<file path="src/pkg/adccal_pkg.sv">
// package for the calibration control register block
// assumes an 8-bit special-function-register port on the core clock
package adccal_pkg;
  localparam logic [7:0] ADCCAL_ADDR       = 8'hF5;
  localparam logic [7:0] ADCCAL_RESET      = 8'h00;
  localparam int         ADCCAL_BUSY_BIT   = 7;
  localparam int         ADCCAL_SPARE6_BIT = 6;
  localparam int         ADCCAL_AVG_HI_BIT = 5;
  localparam int         ADCCAL_AVG_LO_BIT = 4;
  localparam int         ADCCAL_SPARE3_BIT = 3;
  localparam int         ADCCAL_CALKEY_BIT = 2;
  localparam int         ADCCAL_TYPE_BIT   = 1;
  localparam int         ADCCAL_START_BIT  = 0;
  localparam logic [5:0] ADCCAL_AVG_00     = 6'h0F;
  localparam logic [5:0] ADCCAL_AVG_01     = 6'h01;
  localparam logic [5:0] ADCCAL_AVG_10     = 6'h1F;
  localparam logic [5:0] ADCCAL_AVG_11     = 6'h3F;

  typedef enum logic [1:0] {
    ADCCAL_IDLE  = 2'b00,
    ADCCAL_REQ   = 2'b01,
    ADCCAL_RUN   = 2'b10
  } adccal_state_e;

  // code of the averaging field to number of readings
  function automatic logic [5:0] adccal_avg_count(input logic [1:0] code);
    unique case (code)
      2'b00: adccal_avg_count = ADCCAL_AVG_00;
      2'b01: adccal_avg_count = ADCCAL_AVG_01;
      2'b10: adccal_avg_count = ADCCAL_AVG_10;
      2'b11: adccal_avg_count = ADCCAL_AVG_11;
    endcase
  endfunction
endpackage

</file>
<file path="src/pkg/adccal_if.sv">
// interface from the register to the calibration sequencer
// assumes both ends run on the core clock
interface adccal_if;
  logic       start;
  logic       cal_type;
  logic [5:0] avg_count;
  logic       running;
  logic       done;
  modport reg_side (output start, output cal_type, output avg_count,
                    input running, input done);
  modport seq_side (input start, input cal_type, input avg_count,
                    output running, output done);
endinterface

</file>
<file path="src/hdl/adccal_seq.sv">
// calibration handshake toward the converter engine
// assumes the engine acks a request with i_eng_done one pulse at the end
module adccal_seq
  import adccal_pkg::*;
(
  input  wire logic i_mclk,
  input  wire logic i_rst,
  adccal_if.seq_side   cal,
  // engine side
  output logic        o_eng_req,
  input  wire logic   i_eng_done
);
  typedef struct packed {
    adccal_state_e state;
  } adccal_seq_s;

  adccal_seq_s r;
  adccal_seq_s next_r;

  always_comb begin
    next_r = r;
    unique case (r.state)
      ADCCAL_IDLE: if (cal.start) next_r.state = ADCCAL_REQ;
      ADCCAL_REQ:  next_r.state = ADCCAL_RUN;
      ADCCAL_RUN:  if (i_eng_done) next_r.state = ADCCAL_IDLE;
      default:     next_r.state = ADCCAL_IDLE;
    endcase
  end

  always_ff @(posedge i_mclk) begin
    if (i_rst) r <= '{state: ADCCAL_IDLE};
    else r <= next_r;
  end

  assign o_eng_req   = (r.state == ADCCAL_REQ);
  assign cal.running = (r.state != ADCCAL_IDLE);
  assign cal.done    = (r.state == ADCCAL_RUN) && i_eng_done;
endmodule

</file>
<file path="src/hdl/adccal_ctrl.sv">
// calibration control and busy status register of the converter
// assumes a core register port: write/read strobes with an 8-bit address
module adccal_ctrl
  import adccal_pkg::*;
(
  input  wire logic       i_mclk,
  input  wire logic       i_rst,
  // register port
  input  wire logic [7:0] i_addr,
  input  wire logic       i_wr,
  input  wire logic       i_rd,
  input  wire logic [7:0] i_wdata,
  output logic      [7:0] o_rdata,
  // converter engine
  input  wire logic       i_conv_busy,
  input  wire logic       i_cal_done,
  output logic            o_cal_req,
  output logic            o_cal_gain,
  output logic      [5:0] o_cal_avg
);
  typedef struct packed {
    logic [7:0] rdata;
    logic [1:0] avg;
    logic       cal_key;
    logic       cal_type;
    logic       start;
    logic       busy;
    logic       req;
    logic       gain;
    logic [5:0] avg_n;
  } adccal_ctrl_s;

  adccal_ctrl_s r;
  adccal_ctrl_s next_r;
  adccal_if     cal();
  logic         eng_req;
  logic         hit_wr;
  logic         kick;

  adccal_seq u_seq (
    .i_mclk     (i_mclk),
    .i_rst      (i_rst),
    .cal        (cal.seq_side),
    .o_eng_req  (eng_req),
    .i_eng_done (i_cal_done)
  );

  // one decode for both strobes keeps read and write on the same address
  function automatic logic reg_hit(input logic strobe, input logic [7:0] addr);
    return strobe && (addr == ADCCAL_ADDR);
  endfunction

  assign hit_wr        = reg_hit(i_wr, i_addr);
  // new start only from idle; a write during a run cannot restart it
  assign kick          = hit_wr && i_wdata[ADCCAL_START_BIT] && !r.start && !cal.running;
  assign cal.start     = kick;
  assign cal.cal_type  = r.cal_type;
  assign cal.avg_count = r.avg_n;

  always_comb begin
    next_r = r;
    if (hit_wr) begin
      // bits 6 and 3 are reserved and never stored
      next_r.avg      = i_wdata[ADCCAL_AVG_HI_BIT:ADCCAL_AVG_LO_BIT];
      next_r.cal_key  = i_wdata[ADCCAL_CALKEY_BIT];
      next_r.cal_type = i_wdata[ADCCAL_TYPE_BIT];
    end
    if (kick) begin
      next_r.start = 1'b1;
      next_r.gain  = i_wdata[ADCCAL_TYPE_BIT];
      next_r.avg_n = adccal_avg_count(i_wdata[ADCCAL_AVG_HI_BIT:ADCCAL_AVG_LO_BIT]);
    end
    if (cal.done) next_r.start = 1'b0;
    next_r.req  = eng_req;
    // busy follows engine and calibration; write to bit 7 ignored
    next_r.busy = i_conv_busy || next_r.start;
    if (reg_hit(i_rd, i_addr))
      next_r.rdata = {r.busy, 1'b0, r.avg, 1'b0, r.cal_key, r.cal_type, r.start};
    else
      next_r.rdata = 8'h00;
  end

  always_ff @(posedge i_mclk) begin
    if (i_rst) begin
      r <= '0;
    end else begin
      r <= next_r;
    end
  end

  assign o_rdata    = r.rdata;
  assign o_cal_req  = r.req;
  assign o_cal_gain = r.gain;
  assign o_cal_avg  = r.avg_n;
endmodule

</file>
<file path="config.mk">
export PLATFORM = sky130hd
export DESIGN_NAME = adccal_ctrl
export DESIGN_NICKNAME = d
export VERILOG_FILES = /design/src/pkg/adccal_pkg.sv /design/src/pkg/adccal_if.sv /design/src/hdl/adccal_seq.sv /design/src/hdl/adccal_ctrl.sv
export SDC_FILE = /design/constraint.sdc
export NUM_CORES = 1
export LEC_CHECK = 0
export BUFFER_PORTS_ARGS = -buffer_cell sky130_fd_sc_hd__buf_2
export CAP_MARGIN = 20
export CORE_MARGIN = 8
export CORE_UTILIZATION = 41
export DETAILED_ROUTE_END_ITERATION = 10
export PLACE_DENSITY = 0.82
export SYNTH_ARGS = -nofsm -noshare
export SYNTH_HDL_FRONTEND = slang
export SYNTH_SLANG_ARGS = --single-unit
</file>
<file path="constraint.sdc">
create_clock -name i_mclk -period 1.2 [get_ports i_mclk]
set_input_delay 0 -clock i_mclk [delete_from_list [all_inputs] [get_ports i_mclk]]
set_output_delay 0 -clock i_mclk [all_outputs]
set_load 0.03 [all_outputs]
</file>
Word level (Yosys, flattened, before mapping) --
Cells that the tools add are included. W data, S select, Z words.
Operators by class: equal/unequal tests 8, muxes and demuxes 6, bitwise logic cells 1, reductions and logical operators 14
Operators with widths (count):
- $pmux W6 S4 | 1
- $eq A8 B8 Y1 const B | 1
- $eq A2 B2 Y1 const B | 3
- $logic_and A1 B1 Y1 | 6
- $pmux W2 S3 | 1
- $eq A2 B1 Y1 const B | 2
- $logic_not A2 Y1 | 2
- $mux W2 | 2
- $ne A2 B2 Y1 const B | 2
- $logic_not A1 Y1 | 2
- $mux W1 | 2
- $reduce_and A2 Y1 | 1
- $reduce_bool A2 Y1 | 1
- $reduce_or A2 Y1 | 1
- $logic_or A1 B1 Y1 | 1
- $not A1 Y1 | 1
Storage, ports and cells: register bits after elaboration 24, output and inout port bits 16, logic and storage cells 40

Longest topological paths before layout --
depth in word-level cells 8, gate-level depth with buffers 4

By module --
Synthesis repeated with hierarchy kept, for this count alone.
Unflattened totals: cell total of the unflattened synthesis 89, area total of the unflattened synthesis 984.7 sq um
Modules (own cells, without submodules):
- adccal_ctrl | instances 1, cells each 81, area an instance 889.6 sq um, seq. area each 360.3 sq um
- adccal_seq | instances 1, cells each 8, area an instance 95.1 sq um, seq. area each 40.0 sq um

Least setup slack after synthesis --
Ideal clock, no wire load.
kind register -> register, start register u_seq.r[1] in the netlist's numbering, end register r (netlist bit o_cal_avg[4]), setup time 72 ps, arrival time 1124 ps, required time 1128 ps, path slack 4 ps, stages on the path, launching flop included 5, buffers on the path 1, period minus slack after synthesis 1196 ps, path through dfxtp_1 nor4b_4 and4_1 buf_6 mux2i_1
On the way: longest elaborated chain between the ends 3
RTL lines:
- start, declared | line adccal_seq.sv:17 | adccal_seq_s r;
- start signal, assigned | line adccal_seq.sv:31 | if (i_rst) r <= '{state: ADCCAL_IDLE};
- start signal, assigned | line adccal_seq.sv:32 | else r <= next_r;
- $reduce_bool A2 Y1 | line adccal_seq.sv:36 | assign cal.running = (r.state != ADCCAL_IDLE);
- $logic_not A1 Y1 | line adccal_ctrl.sv:55 | assign kick = hit_wr && i_wdata[ADCCAL_START_BIT] && !r.start && !cal.running;
- $logic_and A1 B1 Y1 | line adccal_ctrl.sv:55
- end signal, assigned | line adccal_ctrl.sv:87 | r <= next_r;
- end, declared | line adccal_ctrl.sv:33 | adccal_ctrl_s r;
No other way between the ends. A chain may end at the register's enable or synchronous reset.

Worst setup path after layout --
start register r[9] in the netlist's numbering, end register r (netlist bit o_cal_avg[4])
On the way: longest elaborated chain between the ends 3
RTL lines (line):
- $logic_not A1 Y1 | adccal_ctrl.sv:55
- $logic_and A1 B1 Y1 (2 in series) | adccal_ctrl.sv:55
No other way between the ends.

==> summary.txt <==
Routed Antenna Nets -> 0
Worst hold slack -> 0.0166 ns
Pre-antenna DRT Iters -> 4
Post-synth EDFFs -> 0
Power Density -> 1060 mW/mm2
Core ar. -> 0.00215 mm2
Synthesized area -> 898 um2
Clock buffer count from CTS -> 3
Grt total ovfl -> 0
I/O pins -> 38
CTS tree -> done
GRT Overall Usage -> 9.52%
Die W -> 62.8 um
Pleak -> 0.491 nW
Fmax -> 814 MHz
Sink Count -> 20
# rows -> 17
Hold Crit Class -> in -> reg
DR WL/cell -> 12.8 um
Failing checks -> setup timing
Max-slew violation count -> 0
Critical-path cell list -> nor4b_4 -> and4_4 -> mux2i_1
Ys Warns -> 0
Initial antenna violation count -> 0
Synth Area per Inst -> 10.3 um2
Largest net degree at the start of global routing -> 21
Most frequent cells in the layout -> 32 x buf_2, 19 x dfxtp_1, 13 x nand2b_1, 7 x mux2i_1, 6 x and2_1
Cell taking the most area after synthesis -> dfxtp_1
First-pass GRT wire length -> 2960 um
Ant. Diodes -> 0
Most common cell after layout, fill and taps aside -> buf_2
Async SR Flop Fraction -> 0%
DRC errors left -> 0
TNS Setup -> -0.0772 ns
Post-synth top area share -> 44.6%
Max Fanout on Critical Path -> 5
Nets -> 137
Worst path bufs/invs -> 0
Fin cells -> 142
Post-CTS setup buffer count -> 0
#FFs+latches synth -> 20
Clock skew -> 0.00382 ns
Critical Path AT -> 1.46 ns
Total power draw -> 0.00114 W
Max-cap violations -> 0
RSZ-0062 raised after global routing -> yes
Hpwl dp -> 1360 um
Via density -> 4.60
Most used DFF post-synth -> dfxtp_1
Post-synthesis cell count -> 87
Share of cells above drive strength 1 -> 38.6%
Critical path's top delay family -> simple AND/OR/NAND/NOR gates
Full die area -> 0.00395 mm2
Count of final hold-check violations -> 0
I/O Buffers -> 32
Setup ws final -> -0.0281 ns
Critical Path End Type -> flip-flop
Worst vdd ir -> 0.766 mV
Tcrit/Tclk final -> 102%
Startpoint type of the worst setup path -> flip-flop
Crit path kind -> reg -> reg
Max incr delay on CP -> 0.35 ns
Placed Cells -> 133
Gp weighted congestion -> 0.768
Critical path's slowest cell -> dfxtp_2
Synth cell types -> 24
Area grow syn2layout -> 20.5%
Total number of vias -> 653
Vias in the first global route -> 662
H-Tree Depth -> 1
Sequential fraction of the synthesis area -> 44.6%
Final wirelength -> 1820 um
Final Setup Violations -> 3
Clk Latency, worst-skew pair -> 0.30 ns
Clock Path Buffers -> 2
CTS root buf -> clkbuf_4
CP required -> 1.43 ns
Synth top area cells -> dfxtp_1 45%, buf_4 12%, nand2b_1 9.1%
Period minus WS final -> 1.23 ns
Initial drt markers -> 17
Reg clk slew, reported paths -> 0.11 ns
Initial core utilization -> 41.8%
Core Util, Final -> 50.4%
Run status -> finished with violations
Vert. Die Dim -> 62.8 um
[sequential cells by signal, indices dropped and copies added, names as in the netlist]
name	flops
u_seq.r	2
o_rdata	6
r	5
o_cal_avg	4
cal.cal_type	1
o_cal_req	1
o_cal_gain	1
[power breakdown]
part / leakage (nW) / internal, W / switching (W)
logic: 0.309 / 0.0000523 / 0.0000434
clock network: 0.0210 / 0.000185 / 0.000197
registers: 0.162 / 0.000666 / 0.000000514
total: 0.491 / 0.000903 / 0.000241
[layout make-up]
class,count,area (um2)
fill,199,1070
sequential,20,402
multi-input combinational,48,369
timing repair buffer,40,233
clock buffer,4,36.3
tap,28,35.0
inverter,2,7.51
[metrics by stage]
step	worst slack (ns)	cell area [um2]
after floorplan	0.00445	902
after global placement	-0.00375	985
after detailed placement	-0.116	985
after CTS	-0.0336	1080
after global routing	-0.0839	1080
final	-0.0281	1080
[worst reg2reg max path, cell delays in order (launching register included)]
cell and delay (ns):
dfxtp_2 0.35, nor4b_4 0.30, and4_4 0.31, mux2i_1 0.19
[per-layer routing]
metal	vias to the layer above	routed length [um]	global-route usage, %
met3	4	177	6.09
met2	25	836	14.7
met5	-	0	0
li1	329	-	-
met1	295	757	9.02
met4	0	44	6.84
[what timing repair did]
| item | CTS | global route |
|---|---|---|
| resized for setup | 4 | 0 |
| hold endpoints to repair | 7 | 0 |
| pin swaps | 4 | 2 |
| hold buffers | 5 | 0 |
| setup endpoints to repair | 6 | 6 |
[cells by family after synthesis]
| kind of cell | count (synthesis) | synth area share (%) |
|---|---|---|
| muxes | 7 | 7.80 |
| DFF | 20 | 44.6 |
| buffers and inverters | 20 | 15.9 |
| other | 1 | 0.417 |
| and+or+nand+nor | 31 | 25.2 |
| AOI/OAI and AO/OA | 8 | 6.13 |
[cells in the mapped netlist, types with 2 or more instances]
cell / number
clkbuf_1: 2
and2_1: 6
dfxtp_1: 20
buf_6: 2
nor2_1: 2
nor2b_1: 2
and4_1: 2
buf_4: 14
nand2b_1: 13
mux2i_1: 7
inv_1: 2
a21oi_1: 3
[path summary, 6_finish.rpt]
| kind | startpoint | to | slack, ns | depth (start not counted) |
|---|---|---|---|---|
| hold reg to reg | r[8]$_SDFF_PP0_ | o_rdata[7]$_SDFF_PP0_ | 0.44 | 1 |
| hold / removal | i_wdata[5] | o_cal_avg[5]$_SDFFE_PP0P_ | 0.02 | 3 |
| setup reg to reg | r[9]$_SDFF_PP0_ | o_cal_avg[4]$_SDFFE_PP0P_ | -0.03 | 3 |
| setup / recovery | r[9]$_SDFF_PP0_ | o_cal_avg[4]$_SDFFE_PP0P_ | -0.03 | 3 |
Note: power is estimated with default switching activity, not from simulation.
